[config.mk]
export PLATFORM = sky130hd
export DESIGN_NAME = tbd_diag
export DESIGN_NICKNAME = d
export VERILOG_FILES = /design/src/design/tbd_pkg.sv /design/src/design/tbd_flasher.sv /design/src/design/tbd_diag.sv
export SDC_FILE = /design/constraint.sdc
export NUM_CORES = 1
export LEC_CHECK = 0
export BUFFER_PORTS_ARGS = -buffer_cell sky130_fd_sc_hd__buf_2
export CAP_MARGIN = 20
export CORE_MARGIN = 4
export CORE_UTILIZATION = 48
export CTS_CLUSTER_DIAMETER = 50
export DETAILED_ROUTE_END_ITERATION = 16
export PLACE_DENSITY = 0.74
export REMOVE_ABC_BUFFERS = 1
export SYNTH_ARGS = -nofsm -noshare
export SYNTH_HDL_FRONTEND = slang
export SYNTH_SLANG_ARGS = --single-unit
export TNS_END_PERCENT = 100
[constraint.sdc]
create_clock -name ref_clk -period 2.65 [get_ports ref_clk]
set_clock_uncertainty 0.1 [all_clocks]
set_input_delay 0.53 -clock ref_clk [delete_from_list [all_inputs] [get_ports ref_clk]]
set_output_delay 0.53 -clock ref_clk [all_outputs]
set_load 0.1 [all_outputs]
[src/design/tbd_pkg.sv]
package tbd_pkg;

  // ---------------------------------------------------------------
  // Clock and timing
  // ---------------------------------------------------------------
  localparam int unsigned CLK_HZ = 200_000_000;
  // Run indicator goes dark after this long without an update cycle
  localparam int unsigned RUN_TIMEOUT_MS = 100;
  localparam int unsigned RUN_TIMEOUT_CYC = CLK_HZ / 1000 * RUN_TIMEOUT_MS;
  // Flash timing base: one tick per millisecond
  localparam int unsigned TICK_US = 1000;
  localparam int unsigned TICK_CYC = CLK_HZ / 1_000_000 * TICK_US;
  localparam int unsigned TICK_MS = TICK_US / 1000;
  localparam int unsigned PULSE_MS = 200;
  localparam int unsigned GAP_MS = 1000;
  localparam int unsigned REST_MS = 2000;
  localparam int unsigned FLICK_MS = 50;
  localparam logic [11:0] PULSE_TICKS = 12'(PULSE_MS / TICK_MS);
  localparam logic [11:0] GAP_TICKS = 12'(GAP_MS / TICK_MS);
  localparam logic [11:0] REST_TICKS = 12'(REST_MS / TICK_MS);
  localparam logic [11:0] FLICK_TICKS = 12'(FLICK_MS / TICK_MS);

  // ---------------------------------------------------------------
  // Register map (byte addresses)
  // ---------------------------------------------------------------
  localparam logic [11:0] OFS_STATE = 12'h000;
  localparam logic [11:0] OFS_FAULT = 12'h004;
  localparam logic [11:0] OFS_CTRL = 12'h008;
  localparam logic [11:0] OFS_IRQ_STAT = 12'h00C;
  localparam logic [11:0] OFS_IRQ_MASK = 12'h010;

  // State byte fields
  localparam int unsigned ST_BUS_ERR = 0;
  localparam int unsigned ST_RETRIG = 2;
  localparam logic [7:0] STATE_RST = 8'h00;

  // Control fields (write one to act)
  localparam int unsigned CTRL_CLR_FAULT = 0;
  localparam int unsigned CTRL_CLR_RETRIG = 1;

  // Interrupt status and mask fields
  localparam int unsigned IRQ_W = 4;
  localparam int unsigned IRQ_FAULT = 0;
  localparam int unsigned IRQ_WARN = 1;
  localparam int unsigned IRQ_RETRIG = 2;
  localparam int unsigned IRQ_RUNLOST = 3;
  localparam logic [IRQ_W-1:0] IRQ_MASK_RST = 4'h0;

  // ---------------------------------------------------------------
  // Message read request selectors
  // ---------------------------------------------------------------
  localparam logic [15:0] MSG_PORT = 16'h0001;
  localparam logic [31:0] MSG_GROUP = 32'h0000_0006;
  localparam logic [31:0] MSG_OFFSET = 32'h000C_9000;
  localparam logic [15:0] MSG_LEN = 16'h0001;

  // ---------------------------------------------------------------
  // Fault codes and arguments
  // ---------------------------------------------------------------
  localparam logic [7:0] FC_EMC = 8'h00;
  localparam logic [7:0] FC_CFG = 8'h01;
  localparam logic [7:0] FC_CMD = 8'h03;
  localparam logic [7:0] FC_BREAK = 8'h04;
  localparam logic [7:0] FC_REG = 8'h05;
  localparam logic [7:0] FC_OVERRUN = 8'h07;
  localparam logic [7:0] FA_NONE = 8'h00;
  localparam logic [7:0] FA_CFG_CHK = 8'h00;
  localparam logic [7:0] FA_CFG_OVF = 8'h01;
  localparam logic [7:0] FA_CFG_TYPE = 8'h02;

  // ---------------------------------------------------------------
  // Flash sequencer states
  // ---------------------------------------------------------------
  typedef enum logic [6:0] {
    FL_IDLE = 7'h01,
    FL_CODE_ON = 7'h02,
    FL_CODE_OFF = 7'h04,
    FL_GAP = 7'h08,
    FL_ARG_ON = 7'h10,
    FL_ARG_OFF = 7'h20,
    FL_REST = 7'h40
  } tbd_flash_e;

endpackage : tbd_pkg

[src/design/tbd_flasher.sv]
`timescale 1ns/1ps
module tbd_flasher
  import tbd_pkg::*;
(
  input wire logic ref_clk,
  input wire logic resetn,
  input wire logic tick,
  input wire logic show,
  input wire logic [7:0] code,
  input wire logic [7:0] arg,
  output logic led_q
);

  tbd_flash_e state_q;
  logic [11:0] cnt_q;
  logic [7:0] left_q;
  logic [7:0] code_q;
  logic [7:0] arg_q;
  logic [11:0] on_len;

  // Code 0 has no count to show, so it flickers fast instead
  assign on_len = (code_q == FC_EMC) ? FLICK_TICKS : PULSE_TICKS;

  // ---------------------------------------------------------------
  // Burst, pause, burst, rest, repeat
  // ---------------------------------------------------------------
  always_ff @(posedge ref_clk or negedge resetn) begin
    if (!resetn) begin
      state_q <= FL_IDLE;
      cnt_q <= 12'h000;
      left_q <= 8'h00;
      code_q <= 8'h00;
      arg_q <= 8'h00;
      led_q <= 1'b0;
    end else if (!show) begin
      state_q <= FL_IDLE;
      cnt_q <= 12'h000;
      led_q <= 1'b0;
    end else if (tick) begin
      cnt_q <= cnt_q + 12'h001;
      case (state_q)
        FL_IDLE: begin
          // Code and argument are sampled once per round
          code_q <= code;
          arg_q <= arg;
          left_q <= code;
          cnt_q <= 12'h000;
          led_q <= 1'b1;
          state_q <= FL_CODE_ON;
        end
        FL_CODE_ON: begin
          if (cnt_q >= on_len - 12'h001) begin
            cnt_q <= 12'h000;
            led_q <= 1'b0;
            left_q <= left_q - 8'h01;
            state_q <= FL_CODE_OFF;
          end
        end
        FL_CODE_OFF: begin
          if (cnt_q >= on_len - 12'h001) begin
            cnt_q <= 12'h000;
            if (code_q == FC_EMC || left_q != 8'h00) begin
              led_q <= 1'b1;
              state_q <= FL_CODE_ON;
            end else begin
              state_q <= FL_GAP;
            end
          end
        end
        FL_GAP: begin
          if (cnt_q >= GAP_TICKS - 12'h001) begin
            cnt_q <= 12'h000;
            left_q <= arg_q;
            if (arg_q != 8'h00) begin
              led_q <= 1'b1;
              state_q <= FL_ARG_ON;
            end else begin
              state_q <= FL_REST;
            end
          end
        end
        FL_ARG_ON: begin
          if (cnt_q >= PULSE_TICKS - 12'h001) begin
            cnt_q <= 12'h000;
            led_q <= 1'b0;
            left_q <= left_q - 8'h01;
            state_q <= FL_ARG_OFF;
          end
        end
        FL_ARG_OFF: begin
          if (cnt_q >= PULSE_TICKS - 12'h001) begin
            cnt_q <= 12'h000;
            if (left_q != 8'h00) begin
              led_q <= 1'b1;
              state_q <= FL_ARG_ON;
            end else begin
              state_q <= FL_REST;
            end
          end
        end
        FL_REST: begin
          if (cnt_q >= REST_TICKS - 12'h001) begin
            cnt_q <= 12'h000;
            state_q <= FL_IDLE;
          end
        end
        default: begin
          state_q <= FL_IDLE;
          led_q <= 1'b0;
        end
      endcase
    end
  end

endmodule : tbd_flasher

[src/design/tbd_diag.sv]
// The APB interface to the registers and the placing of the registers were left to the implementer.
`timescale 1ns/1ps
// What this block does
// - State byte: bit0 bus error, bit2 retriggered
// - Message read with fixed selectors returns state
// - Run indicator dark without update cycles
// - Fault indicator dark unless fault or overrun warning, then flashes
// - Code 0, no argument: disturbance problems
// - Code 1 args: checksum, overflow, unknown type
// - Code 3 arg 0: bus command failure
// - Code 4: data break behind position n
// - Code 5 arg n: register access failure
// - Code 7 overrun warning latched until restart
module tbd_diag
  import tbd_pkg::*;
#(
  parameter int unsigned RUN_TIMEOUT = RUN_TIMEOUT_CYC,
  parameter int unsigned TICK_DIV = TICK_CYC
) (
  input wire logic ref_clk,
  input wire logic resetn,
  // APB slave
  input wire logic [11:0] paddr,
  input wire logic psel,
  input wire logic penable,
  input wire logic pwrite,
  input wire logic [31:0] pwdata,
  input wire logic [3:0] pstrb,
  output logic [31:0] prdata,
  output logic pready,
  output logic pslverr,
  // Terminal bus engine events, one-cycle pulses
  input wire logic bus_cycle,
  input wire logic bus_retrig,
  input wire logic ev_emc,
  input wire logic ev_cfg_chk,
  input wire logic ev_cfg_ovf,
  input wire logic ev_cfg_type,
  input wire logic ev_cmd_fail,
  input wire logic ev_break,
  input wire logic ev_reg_fail,
  input wire logic ev_overrun,
  input wire logic [7:0] fault_pos,
  // Message read request
  input wire logic message_read_request,
  input wire logic [15:0] msg_port,
  input wire logic [31:0] selector_group,
  input wire logic [31:0] selector_offset,
  input wire logic [15:0] msg_len,
  output logic msg_ack,
  output logic msg_err,
  output logic [7:0] msg_data,
  // Indicators and interrupt
  output logic run_indicator,
  output logic fault_indicator,
  output logic irq
);

  // ---------------------------------------------------------------
  // Fault priority encoder
  // ---------------------------------------------------------------
  // Returns {valid, code, argument}; lower codes win a tie because
  // they point closer to the root cause.
  function automatic logic [16:0] pick_fault(
    input logic emc, input logic chk, input logic ovf,
    input logic typ, input logic cmd, input logic brk,
    input logic reg_f, input logic [7:0] pos);
    logic [16:0] r;
    r = 17'h00000;
    if (emc) begin
      r = {1'b1, FC_EMC, FA_NONE};
    end else if (chk) begin
      r = {1'b1, FC_CFG, FA_CFG_CHK};
    end else if (ovf) begin
      r = {1'b1, FC_CFG, FA_CFG_OVF};
    end else if (typ) begin
      r = {1'b1, FC_CFG, FA_CFG_TYPE};
    end else if (cmd) begin
      r = {1'b1, FC_CMD, FA_NONE};
    end else if (brk) begin
      r = {1'b1, FC_BREAK, pos};
    end else if (reg_f) begin
      r = {1'b1, FC_REG, pos};
    end
    return r;
  endfunction : pick_fault

  // ---------------------------------------------------------------
  // APB decode
  // ---------------------------------------------------------------
  logic apb_acc;
  logic apb_wr;
  logic hit_state;
  logic hit_fault;
  logic hit_ctrl;
  logic hit_istat;
  logic hit_imask;
  logic hit_any;

  // One wait state: pready rises in the first access cycle's edge
  assign apb_acc = psel && penable && !pready;
  // Writes land only at the edge that completes the transfer
  assign apb_wr = psel && penable && pready && pwrite && pstrb[0];

  always_comb begin
    hit_state = 1'b0;
    hit_fault = 1'b0;
    hit_ctrl = 1'b0;
    hit_istat = 1'b0;
    hit_imask = 1'b0;
    if (paddr == OFS_STATE) begin
      hit_state = 1'b1;
    end else if (paddr == OFS_FAULT) begin
      hit_fault = 1'b1;
    end else if (paddr == OFS_CTRL) begin
      hit_ctrl = 1'b1;
    end else if (paddr == OFS_IRQ_STAT) begin
      hit_istat = 1'b1;
    end else if (paddr == OFS_IRQ_MASK) begin
      hit_imask = 1'b1;
    end
  end

  assign hit_any = hit_state | hit_fault | hit_ctrl | hit_istat | hit_imask;

  // ---------------------------------------------------------------
  // Fault latch
  // ---------------------------------------------------------------
  logic [16:0] new_fault;
  logic clr_fault;
  logic clr_retrig;
  logic fault_act_q;
  logic [7:0] fault_code_q;
  logic [7:0] fault_arg_q;
  logic overrun_q;
  logic retrig_q;
  logic [7:0] state_byte;

  assign new_fault = pick_fault(ev_emc, ev_cfg_chk, ev_cfg_ovf, ev_cfg_type,
                                ev_cmd_fail, ev_break, ev_reg_fail,
                                fault_pos);
  assign clr_fault = apb_wr && hit_ctrl && pwdata[CTRL_CLR_FAULT];
  assign clr_retrig = apb_wr && hit_ctrl && pwdata[CTRL_CLR_RETRIG];

  // First fault is kept so the root cause is not overwritten by
  // the follow-on errors it usually triggers.
  always_ff @(posedge ref_clk or negedge resetn) begin
    if (!resetn) begin
      fault_act_q <= 1'b0;
      fault_code_q <= 8'h00;
      fault_arg_q <= 8'h00;
    end else if (new_fault[16] && (!fault_act_q || clr_fault)) begin
      fault_act_q <= 1'b1;
      fault_code_q <= new_fault[15:8];
      fault_arg_q <= new_fault[7:0];
    end else if (clr_fault) begin
      fault_act_q <= 1'b0;
    end
  end

  // Only a reset clears the overrun warning
  always_ff @(posedge ref_clk or negedge resetn) begin
    if (!resetn) begin
      overrun_q <= 1'b0;
    end else if (ev_overrun) begin
      overrun_q <= 1'b1;
    end
  end

  always_ff @(posedge ref_clk or negedge resetn) begin
    if (!resetn) begin
      retrig_q <= 1'b0;
    end else if (bus_retrig) begin
      retrig_q <= 1'b1;
    end else if (clr_retrig) begin
      retrig_q <= 1'b0;
    end
  end

  always_comb begin
    state_byte = STATE_RST;
    state_byte[ST_BUS_ERR] = fault_act_q;
    state_byte[ST_RETRIG] = retrig_q;
  end

  // ---------------------------------------------------------------
  // Message read answer
  // ---------------------------------------------------------------
  logic msg_match;

  assign msg_match = (msg_port == MSG_PORT) &&
                     (selector_group == MSG_GROUP) &&
                     (selector_offset == MSG_OFFSET) &&
                     (msg_len == MSG_LEN);

  always_ff @(posedge ref_clk or negedge resetn) begin
    if (!resetn) begin
      msg_ack <= 1'b0;
      msg_err <= 1'b0;
      msg_data <= 8'h00;
    end else begin
      msg_ack <= message_read_request;
      msg_err <= message_read_request && !msg_match;
      if (message_read_request && msg_match) begin
        msg_data <= state_byte;
      end else begin
        msg_data <= 8'h00;
      end
    end
  end

  // ---------------------------------------------------------------
  // Run indicator
  // ---------------------------------------------------------------
  logic [31:0] idle_cnt_q;
  logic run_lost;

  assign run_lost = run_indicator && !bus_cycle &&
                    (idle_cnt_q >= RUN_TIMEOUT - 32'd1);

  always_ff @(posedge ref_clk or negedge resetn) begin
    if (!resetn) begin
      idle_cnt_q <= 32'h0000_0000;
      run_indicator <= 1'b0;
    end else if (bus_cycle) begin
      idle_cnt_q <= 32'h0000_0000;
      run_indicator <= 1'b1;
    end else if (run_lost) begin
      run_indicator <= 1'b0;
    end else if (run_indicator) begin
      idle_cnt_q <= idle_cnt_q + 32'd1;
    end
  end

  // ---------------------------------------------------------------
  // Flash tick divider and fault indicator
  // ---------------------------------------------------------------
  logic [31:0] div_q;
  logic tick_q;
  logic show;
  logic [7:0] show_code;
  logic [7:0] show_arg;

  always_ff @(posedge ref_clk or negedge resetn) begin
    if (!resetn) begin
      div_q <= 32'h0000_0000;
      tick_q <= 1'b0;
    end else if (div_q >= TICK_DIV - 32'd1) begin
      div_q <= 32'h0000_0000;
      tick_q <= 1'b1;
    end else begin
      div_q <= div_q + 32'd1;
      tick_q <= 1'b0;
    end
  end

  // An error outranks the overrun warning on the indicator
  assign show = fault_act_q || overrun_q;
  assign show_code = fault_act_q ? fault_code_q : FC_OVERRUN;
  assign show_arg = fault_act_q ? fault_arg_q : FA_NONE;

  tbd_flasher u_flasher (
    .ref_clk(ref_clk),
    .resetn(resetn),
    .tick(tick_q),
    .show(show),
    .code(show_code),
    .arg(show_arg),
    .led_q(fault_indicator)
  );

  // ---------------------------------------------------------------
  // Interrupt status and mask
  // ---------------------------------------------------------------
  logic [IRQ_W-1:0] irq_stat_q;
  logic [IRQ_W-1:0] irq_mask_q;
  logic [IRQ_W-1:0] irq_set;
  logic [IRQ_W-1:0] irq_clr;

  always_comb begin
    irq_set = '0;
    irq_set[IRQ_FAULT] = new_fault[16];
    irq_set[IRQ_WARN] = ev_overrun;
    irq_set[IRQ_RETRIG] = bus_retrig;
    irq_set[IRQ_RUNLOST] = run_lost;
  end

  assign irq_clr = (apb_wr && hit_istat) ? pwdata[IRQ_W-1:0] : '0;

  // A new event in the clearing cycle stays set
  always_ff @(posedge ref_clk or negedge resetn) begin
    if (!resetn) begin
      irq_stat_q <= '0;
    end else begin
      irq_stat_q <= (irq_stat_q & ~irq_clr) | irq_set;
    end
  end

  always_ff @(posedge ref_clk or negedge resetn) begin
    if (!resetn) begin
      irq_mask_q <= IRQ_MASK_RST;
    end else if (apb_wr && hit_imask) begin
      irq_mask_q <= pwdata[IRQ_W-1:0];
    end
  end

  always_ff @(posedge ref_clk or negedge resetn) begin
    if (!resetn) begin
      irq <= 1'b0;
    end else begin
      irq <= |((irq_stat_q & ~irq_clr | irq_set) & irq_mask_q);
    end
  end

  // ---------------------------------------------------------------
  // APB answer
  // ---------------------------------------------------------------
  always_ff @(posedge ref_clk or negedge resetn) begin
    if (!resetn) begin
      pready <= 1'b0;
      pslverr <= 1'b0;
      prdata <= 32'h0000_0000;
    end else if (apb_acc) begin
      pready <= 1'b1;
      pslverr <= !hit_any;
      prdata <= 32'h0000_0000;
      if (!pwrite) begin
        if (hit_state) begin
          prdata <= {24'h000000, state_byte};
        end else if (hit_fault) begin
          prdata <= {14'h0000, overrun_q, fault_act_q,
                     fault_code_q, fault_arg_q};
        end else if (hit_istat) begin
          prdata <= {28'h0000000, irq_stat_q};
        end else if (hit_imask) begin
          prdata <= {28'h0000000, irq_mask_q};
        end
      end
    end else begin
      pready <= 1'b0;
      pslverr <= 1'b0;
    end
  end

endmodule : tbd_diag

Word-level counts from Yosys, hierarchy flattened

Cells that the tools add are included.

Output and inout bits: 47
Logic and storage cells: 195
Bits in registers: 182

Muxes and demuxes: 79
Reductions and logical operators: 43
$add $sub $neg: 5
Order comparisons: 6
Bitwise logic cells: 8
Eq/ne operators: 30

Operators by type and width:

| operator                                                                              | number |
|---|---|
| 32-bit two-way mux                                                                    | 4 |
| 17-bit two-way mux                                                                    | 7 |
| 12-bit two-way mux                                                                    | 6 |
| 7-bit two-way mux                                                                     | 10 |
| 32-bit by 1-bit adder with 32-bit output, second input constant                       | 2 |
| 12-bit one-hot mux with 5 select lines                                                | 1 |
| 18-bit two-way mux                                                                    | 3 |
| 7-bit one-hot mux with 7 select lines                                                 | 1 |
| 8-bit two-way mux                                                                     | 6 |
| 1-bit two-way mux                                                                     | 34 |
| 16-bit by 1-bit == test with 1-bit output, second input constant                      | 2 |
| 32-bit by 20-bit == test with 1-bit output, second input constant                     | 1 |
| 32-bit by 3-bit == test with 1-bit output, second input constant                      | 1 |
| 32-bit by 18-bit greater-or-equal comparator with 1-bit output, second input constant | 1 |
| 32-bit by 25-bit greater-or-equal comparator with 1-bit output, second input constant | 1 |
| 8-bit one-hot mux with 4 select lines                                                 | 1 |
| 3-bit inequality test, second input constant                                          | 9 |
| 12-bit by 4-bit == test with 1-bit output, second input constant                      | 2 |
| 1-bit logical AND                                                                     | 18 |
| 4-bit two-way mux                                                                     | 4 |
| 8-bit nonzero test                                                                    | 2 |
| 12-bit by 1-bit adder with 12-bit output, second input constant                       | 1 |
| 12-bit by 3-bit == test with 1-bit output, second input constant                      | 1 |
| 12-bit by 5-bit == test with 1-bit output, second input constant                      | 1 |
| other kinds (34)                                                                      | 52 |

Logic depth before layout (Yosys ltp)

Gate-level depths: netlist of the first run.

Depth in word-level cells: 12
Mapped depth: 11

Modules after synthesis

A second synthesis of the first run with hierarchy kept.

Cells, all modules: 864
Area, all modules: 8291.7 um2

By module, submodules not included:

| module      | cells an instance | seq. area each (um2) | area an instance (um2) | instances |
|---|---|---|---|---|
| tbd_diag    | 541               | 2702.6               | 5345.1                 | 1 |
| tbd_flasher | 323               | 1102.3               | 2946.6                 | 1 |

Worst setup path before layout of the first run

No wires, ideal clock.

Path kind: reg2reg
From: reg u_flasher.code_q[1]
To: reg u_flasher.cnt_q[8]
Buffers on the path: 0
Library setup time: 0.095 ns
Stages on the path, launching flop included: 11
Path slack: -0.127 ns
Data arrival time: 2.581 ns
Cells stage by stage: dfrtp_1 or3_1 inv_1 ha_1 a21o_1 o21ai_0 a21oi_1 nor4_2 nor3_1 or4_4 o32ai_2

Word-level cells in the longest chain between the ends: 8

Ends and longest elaborated chain:

| element                                       | RTL line                             | text |
|---|---|---|
| from (decl)                                   | tbd_flasher.sv:17                    | `logic [7:0] code_q;` |
| from (signal assigned)                        | tbd_flasher.sv:44                    | `code_q <= code;` |
| 8-bit logical NOT                             | tbd_flasher.sv:22                    | `assign on_len = (code_q == FC_EMC) ? FLICK_TICKS : PULSE_TICKS;` |
| 8-bit two-way mux                             | tbd_flasher.sv:22                    |  |
| 12-bit by 1-bit subtractor with 12-bit output | tbd_flasher.sv:52, tbd_flasher.sv:60 |  |
| 12-bit greater-or-equal comparator            | tbd_flasher.sv:52, tbd_flasher.sv:60 |  |
| 12-bit two-way mux                            | tbd_flasher.sv:52, tbd_flasher.sv:60 |  |
| 12-bit one-hot mux with 5 select lines        | tbd_flasher.sv:41                    | `case (state_q)` |
| 12-bit two-way mux                            | tbd_flasher.sv:39                    | `end else if (tick) begin` |
| 12-bit two-way mux                            | tbd_flasher.sv:35                    | `end else if (!show) begin` |
| to (signal assigned)                          | tbd_flasher.sv:40                    | `cnt_q <= cnt_q + 12'h001;` |
| to (decl)                                     | tbd_flasher.sv:15                    | `logic [11:0] cnt_q;` |

No other way between the ends. The select of a mux whose other input is x is not followed.
A chain may end at the register's enable or synchronous reset.

Worst setup path after layout of the first run

From: reg u_flasher.code_q[2]
To: reg u_flasher.cnt_q[8]

The elaborated chain is that of the path after synthesis.

==> results by group, run 1 <==
Logic synthesis
  • Post-Syn Area: about 7700 um^2
  • FFs w/ async S/R, synth: 100%
  • Synth area leaders: dfrtp_1 (48%), nor2_1 (4.8%), nand2_1 (3.4%)
  • Most used DFF post-synth: dfrtp_1
  • Yosys cell types: 71
  • Post-synth top area share: ~48%
  • EDFF count, synth: 0
  • Warnings from Yosys: 0
  • Yosys reg bits: between 100 and 150
  • Cell taking the most area after synthesis: dfrtp_1
  • Seq/Total Area, Yosys: 48.0%
  • Cells after synthesis: 793
  • Synthesized area per cell: about 9.7 um^2

Power and ir drop
  • Clock power frac: between 30% and 40%
  • LEAKAGE: 4.50 nW
  • Sequential share of power: between 30% and 40%
  • Sw Pwr: about 2.4 mW
  • Worst IR Drop VDD: roughly 0.00058 V
  • Sw frac: approximately 34%
  • Comb pwr share: a little under a third
  • P_int: around 4.7 mW
  • PwrDens: between 700 and 800 nW/um^2

Detailed routing
  • Vias: ~6500
  • Drt first pass iters: 5
  • Vias per inst: 5.35
  • DRT iter0 DRCs: between 400 and 500
  • Post-route ant nets: 0
  • DR WL/cell: between 15 and 20 um
  • DRC: 0
  • Final WL: about 19000 um

Die
  • Die Y: 134 um
  • Initial Util: 49.7%
  • Boundary pin count: ~220
  • Die width: 134 um
  • Cell Rows: 45
  • Die area: 18000 um^2
  • Core footprint: about 15000 um^2

Global routing
  • Vias in the first global route: around 6000
  • GRT Total Usage: a little over a fifth
  • Pin count of the biggest net entering global routing: 60
  • Global-route wire length before repair: approximately 31000 um
  • Antenna violations before repair: 2
  • Congestion Overflow GR: 0

STA
  • Tightest Pin Transition: 0.636 ns
  • Final cycle utilization of the critical path: 101%
  • Final Hold Fails: 0
  • Final Slew Violations: 0
  • Final WS setup: -0.0175 ns
  • Worst relative slew slack: ~57%
  • Fmax: about 0.37 GHz
  • RSZ-0062 raised after global routing: yes
  • Setup Viol. Count Final: 2
  • Final min period: roughly 2.7 ns

Place
  • # port buffers: 158
  • Post-Place Cell Area: 8860 um^2
  • Place WS: -0.346 ns
  • Placer's final routability congestion estimate: roughly 0.93
  • Post-detail-place hpwl: 14300 um

Final layout
  • # diodes: 0
  • Share of layout cells above drive strength 1: ~29%
  • Fin area: between 9000 and 10000 um^2
  • Layout Nets: around 1200
  • Area growth from synthesis to layout: 25.3%

Setup path
  • CP required: between 2 and 3 ns
  • WP data arrival: about 2.9 ns
  • Crit path max fanout: 4
  • Crit Path Class: reg2reg
  • FF-to-FF path depth: 10
  • CP startpoint kind: flop
  • Reg2Reg Setup Slack: -0.02 ns
  • CP Capture Type: flop

Clock tree
  • CTS tree: built
  • Clock Sinks: roughly 150
  • Clock transition at path regs: 0.06 ns
  • Worst-Skew Late Latency: around 0.42 ns
  • Clk buf depth: 2
  • CTS root buffer: clkbuf_16
  • TritonCTS Buffers: 17
  • H-tree depth: 4

Worst hold path
  • Worst hold path depth: 1
  • Hold Path Class: in2reg

Status
  • Status: finished with violations
  • Failing checks: negative setup slack

Run
  • Max-cap viol count: 0
==> power groups by stage <==
stage                     Sequential [mW]  Combinational (mW)  Clock (mW)
after floorplan                      2.66                1.09           0
after global placement               2.60                1.88           0
after detailed placement             2.60                1.91           0
after CTS                            2.56                2.02        2.33
after global routing                 2.59                2.43        2.43
final                                2.57                2.22        2.28
==> area by class of cell <==
| type | count | area, um^2 |
|---|---|---|
| Sequential cell | 147 | 3680 |
| Tap cell | 211 | 264 |
| Inverter | 23 | 88.8 |
| Clock buffer | 19 | 433 |
| Timing Repair Buffer | 208 | 1210 |
| Multi-Input combinational cell | 600 | 3790 |
| Clock inverter | 13 | 128 |
| Fill cell | 1291 | 5830 |
==> metrics by stage <==
stage / util (%) / hold slack, ns / cells / total power, mW / setup TNS [ns]
3_5_place_dp: 57.4 / 0.366 / 1182 / 4.51 / -2.58
2_1_floorplan: - / 0.134 / 770 / 3.75 / -1.65
4_1_cts: 61.5 / 0.165 / 1216 / 6.91 / -0.0188
6_report: 62.2 / 0.191 / 1221 / 7.08 / -0.0220
5_1_grt: 62.2 / 0.169 / 1221 / 7.46 / -0.502
3_3_place_gp: 57.4 / 0.356 / 1182 / 4.48 / -0.806
==> cells by family (layout without fill, tap and decap cells) <==
kind of cell	count (synthesis)	in the layout	share of synthesized area, %
AOI/OAI and AO/OA	131	131	11.9
and+or+nand+nor	357	357	25.0
buffers and inverters	84	263	5.80
DFF	147	147	48.0
muxes	20	20	2.78
xor gates and xnor gates	46	46	5.26
adders and majority gates	7	7	1.14
other	1	39	0.0489
==> final timing paths <==
path	startpoint	endpoint
setup / recovery	u_flasher.code_q[2]	u_flasher.cnt_q[8]
hold / removal	message_read_request	msg_ack
setup reg to reg	u_flasher.code_q[2]	u_flasher.cnt_q[8]
hold reg to reg	prdata[1]	prdata[1]
max in group asynchronous	resetn	div_q[24]
min in group asynchronous	resetn	prdata[5]
==> state kept, by name, indices dropped and copies added (netlist names), 4 cells and up <==
signal	cells
idle_cnt_q	32
u_flasher.left_q	8
u_flasher.state_q	7
u_flasher.arg_q	8
prdata	13
irq_mask_q	4
irq_stat_q	4
u_flasher.cnt_q	12
fault_arg_q	8
div_q	32
==> metal layers <==
layer  up-vias  wire length, um  GRT usage [%]
li1       3184                -              -
met4         4              200           5.37
met1      3121             8980           31.3
met2       194             8810           32.4
met3        26             1130           5.14
met5         -               21              0
==> worst max-delay path: stages, from the launching register on <==
cell and delay, ns:
dfrtp_1 0.38, or3_4 0.44, inv_4 0.07, ha_1 0.21, a21o_1 0.18, o21ai_2 0.19, a21oi_4 0.10, nor4_4 0.15
nor3_2 0.09, or4_4 0.44, o32ai_2 0.21
==> synth_stat cells, types with 17 or more instances <==
master / n
nor3_1: 19
nand4_1: 17
o21ai_0: 42
inv_1: 22
nand2_1: 69
clkbuf_1: 21
nor2_1: 98
a21oi_1: 25
xor2_1: 27
dfrtp_1: 146
xnor2_1: 19
buf_4: 27
nand3_1: 29
nor4_1: 31
==> what timing repair did <==
action / 4_1_cts / 5_1_grt
resized for setup: 12 / 22
hold endpoints to repair: 20 / 0
setup endpoints to repair: 24 / 29
cloned: 0 / 1
hold buffers: 1 / 0
pin swaps: 8 / 3
setup buffers: 1 / 4
==> cell usage in the layout, fill, tap and decap left out, types with 11 or more instances in the layout <==
| master | netlist | final |
|---|---|---|
| clkbuf_16 | 0 | 17 |
| buf_4 | 27 | 44 |
| inv_1 | 22 | 21 |
| dfrtp_1 | 146 | 146 |
| xnor2_1 | 19 | 19 |
| a22o_1 | 11 | 11 |
| conb_1 | 1 | 39 |
| nor4_1 | 31 | 30 |
| a21oi_1 | 25 | 23 |
| nand2_1 | 69 | 68 |
| nand4_1 | 17 | 17 |
| o21ai_0 | 42 | 34 |
| xor2_1 | 27 | 27 |
| nor2_1 | 98 | 97 |
| nand3_1 | 29 | 29 |
| nor3_1 | 19 | 18 |
| and3_1 | 11 | 11 |
| buf_2 | 8 | 157 |
Power figures use the tool's default switching activity.
==> run 2: changes to the inputs <==
--- a/config.mk
+++ b/config.mk
@@ -8,10 +8,10 @@
 export BUFFER_PORTS_ARGS = -buffer_cell sky130_fd_sc_hd__buf_2
 export CAP_MARGIN = 20
 export CORE_MARGIN = 4
-export CORE_UTILIZATION = 48
+export CORE_UTILIZATION = 53
 export CTS_CLUSTER_DIAMETER = 50
 export DETAILED_ROUTE_END_ITERATION = 16
-export PLACE_DENSITY = 0.74
+export PLACE_DENSITY = 0.78
 export REMOVE_ABC_BUFFERS = 1
 export SYNTH_ARGS = -nofsm -noshare
 export SYNTH_HDL_FRONTEND = slang
==> constraint.sdc (replaced) <==
create_clock -name ref_clk -period 2.6 [get_ports ref_clk]
set_clock_uncertainty 0.1 [all_clocks]
set_input_delay 0.52 -clock ref_clk [delete_from_list [all_inputs] [get_ports ref_clk]]
set_output_delay 0.52 -clock ref_clk [all_outputs]
set_load 0.1 [all_outputs]
==> run 2 against run 1 <==
Net effect:
- the flow still finishes with violations (negative setup slack)
- final cell count down 2.1%
- largest cell class unchanged
- register-to-register slack worse by 0.11 ns
- critical endpoint is now u_flasher.cnt_q[10]
- worst hold slack worse by 0.052 ns
- routed wire length up 1.5%
==> results by group, run 2 (synthesis results as in run 1) <==
Setup path
  • CP startpoint kind: flop (unchanged)
  • CP Capture Type: flop (unchanged)
  • CP required: 2.85 ns (was 2.87 ns)
  • WP data arrival: 2.97 ns (was 2.89 ns)
  • CP Capture Point: u_flasher.cnt_q[10] (was u_flasher.cnt_q[8])
  • CP Launch Point: u_flasher.code_q[2] (unchanged)
  • RR Endpoint: u_flasher.cnt_q[10] (was u_flasher.cnt_q[8])
  • Crit path max fanout: 4 (unchanged)
  • Crit Path Class: reg2reg (unchanged)
  • FF-to-FF path depth: 12 (was 10)
  • Reg2reg start: u_flasher.code_q[2] (unchanged)
  • Reg2Reg Setup Slack: -0.13 ns (was -0.02 ns)

Power and ir drop
  • Clock power frac: 32.9% (was 32.2%)
  • PwrDens: 778 nW/um^2 (was 738 nW/um^2)
  • Sw Pwr: 2.52 mW (was 2.40 mW)
  • Comb pwr share: 32.3% (was 31.4%)
  • LEAKAGE: 4.56 nW (was 4.50 nW)
  • P_int: 5.06 mW (was 4.68 mW)
  • Sw frac: 33.2% (was 33.9%)
  • Sequential share of power: 34.9% (was 36.3%)
  • Worst IR Drop VDD: 0.000557 V (was 0.000580 V)

Final layout
  • Share of layout cells above drive strength 1: 30.8% (was 28.6%)
  • Layout Nets: 1177 (was 1172)
  • Fin area: 9750 um^2 (was 9600 um^2)
  • Top flop regs: div_q: 32 flops, idle_cnt_q: 32 flops, prdata: 13 flops (unchanged)
  • Post-layout util: 69.4% (was 62.2%)
  • Most frequent cells in the layout: buf_2 (157), dfrtp_1 (145), nor2_1 (92) (was buf_2 (157), dfrtp_1 (146), nor2_1 (97))
  • Non-Filler Instances: 1195 (was 1221)
  • Area growth from synthesis to layout: 27.3% (was 25.3%)
  • # diodes: 0 (unchanged)
  • Fillers: 1028 (was 1291)
  • Most common cell after layout, fill and taps aside: buf_2 (unchanged)

Clock tree
  • Clock transition at path regs: 0.06 ns (about the same)
  • CTS root buffer: clkbuf_16 (unchanged)
  • Clk buf depth: 2 (unchanged)
  • Worst-Skew Late Latency: 0.42 ns (about the same)
  • CTS tree: built (unchanged)
  • TritonCTS Buffers: 17 (unchanged)
  • Clock Sinks: 147 (unchanged)
  • H-tree depth: 4 (unchanged)

STA
  • Fmax: 0.367 GHz (was 0.375 GHz)
  • Setup Viol. Count Final: 17 (was 2)
  • Worst relative slew slack: 61.8% (was 57.2%)
  • Final Hold Fails: 0 (unchanged)
  • Final cycle utilization of the critical path: 105% (was 101%)
  • Final WS setup: -0.127 ns (was -0.0175 ns)
  • Tightest Pin Transition: 0.571 ns (was 0.636 ns)
  • Fin Hold WS: 0.139 ns (was 0.191 ns)
  • Final min period: 2.73 ns (was 2.67 ns)
  • Final Slew Violations: 0 (unchanged)
  • RSZ-0062 raised after global routing: yes (unchanged)

Place
  • Placed instance count: 1157 (was 1182)
  • # port buffers: 158 (unchanged)
  • Placer's final routability congestion estimate: 0.897 (was 0.932)
  • Post-detail-place hpwl: 13900 um (was 14300 um)
  • Post-Place Cell Area: 8850 um^2 (was 8860 um^2)

Global routing
  • Pin count of the biggest net entering global routing: 52 (was 60)
  • Congestion Overflow GR: 0 (unchanged)
  • Global-route wire length before repair: 31100 um (was 31200 um)
  • GRT Total Usage: 23.6% (was 21.4%)
  • Vias in the first global route: 6401 (was 6124)
  • Antenna violations before repair: 0 (was 2)

Detailed routing
  • Vias per inst: 5.63 (was 5.35)
  • DRT iter0 DRCs: 487 (was 460)
  • Final WL: 19400 um (was 19100 um)
  • Drt first pass iters: 5 (unchanged)
  • DR WL/cell: 16.3 um (was 15.7 um)
  • Vias: 6726 (was 6529)
  • DRC: 0 (unchanged)
  • Post-route ant nets: 0 (unchanged)

Die
  • Die area: 16400 um^2 (was 18000 um^2)
  • Cell Rows: 43 (was 45)
  • Core footprint: 14000 um^2 (was 15400 um^2)
  • Die width: 128 um (was 134 um)
  • Initial Util: 54.6% (was 49.7%)
  • Boundary pin count: 215 (unchanged)
  • Die Y: 128 um (was 134 um)

Status
  • Status: finished with violations (unchanged)
  • Failing checks: negative setup slack (unchanged)

Worst hold path
  • Hold Path Class: in2reg (unchanged)
  • Worst hold path depth: 1 (unchanged)

Run
  • Max-cap viol count: 0 (unchanged)
## run 2: changes by cell type in the layout (fill, tap and decap cells not counted), sizes merged
| cell | change |
|---|---|
| buf | +4 |
| bufinv | +2 |
| clkbuf | +2 |
| clkinv | +2 |
| clkinvlp | -2 |
| inv | -3 |
## run 2: timing repair
action,CTS,global route
hold buffers,1,0
endpoints found under the setup margin,26,42
gates resized for setup,15,56
hold endpoints to repair,46,0
pin swaps,9,12
buffers inserted,2,1
cloned,0,2
## run 2: metal layers
| layer | vias to the layer above | wire (um) | global-route usage [%] | part of all wire [%] |
|---|---|---|---|---|
| li1 | 3198 | - | - | - |
| met1 | 3278 | 8420 | 31.7 | 43 |
| met2 | 217 | 9450 | 37.4 | 49 |
| met3 | 33 | 1270 | 7.04 | 6.5 |
| met4 | 0 | 275 | 6.24 | 1.4 |
| met5 | - | 0 | 0 | 0 |
## run 2: final cells by class
class                      count  area (um^2)  share of cell area [%]
multi-input combinational    600         3870                    39.7
sequential                   147         3680                    37.8
timing repair buffer         213         1280                    13.1
clock buffer                  20          447                    4.58
tap                          180          225                    2.31
clock inverter                12          154                    1.58
inverter                      23         88.8                   0.911
## run 2: how the worst min path moves through the flow
stage	start	slack, ns	end
global route	message_read_request	0.13	msg_ack
floorplan	resetn	0.12	div_q[0]
global placement	prdata[2]	0.36	prdata[2]
finish	message_read_request	0.14	msg_ack
CTS	message_read_request	0.12	msg_ack
detailed placement	prdata[2]	0.37	prdata[2]
## run 2: power by group through the flow
stage | Sequential (mW) | Clock (mW) | Combinational [mW]
floorplan | 2.71 | 0 | 1.11
global placement | 2.65 | 0 | 1.87
detailed placement | 2.65 | 0 | 1.89
CTS | 2.62 | 2.52 | 2.05
global route | 2.66 | 2.63 | 2.64
finish | 2.64 | 2.49 | 2.45
## run 2: critical path, cell delays in order (launching register included)
cell and delay (ns):
dfrtp_1 0.38, or3_4 0.44, inv_4 0.09, ha_4 0.19, a21o_1 0.19, o21ai_2 0.13
a21oi_2 0.09, buf_4 0.15, o41ai_4 0.30, buf_4 0.20, o31ai_4 0.07, a211o_1 0.24
o21ai_1 0.07
## run 2: metrics by stage
step	total power, mW	worst slack [ns]	setup TNS, ns
after global routing	7.93	-0.185	-2.52
after floorplan	3.83	-0.363	-2.25
after global placement	4.52	-0.236	-2.79
final	7.58	-0.127	-1.06
after CTS	7.20	-0.0646	-0.150
after detailed placement	4.55	-0.289	-3.86
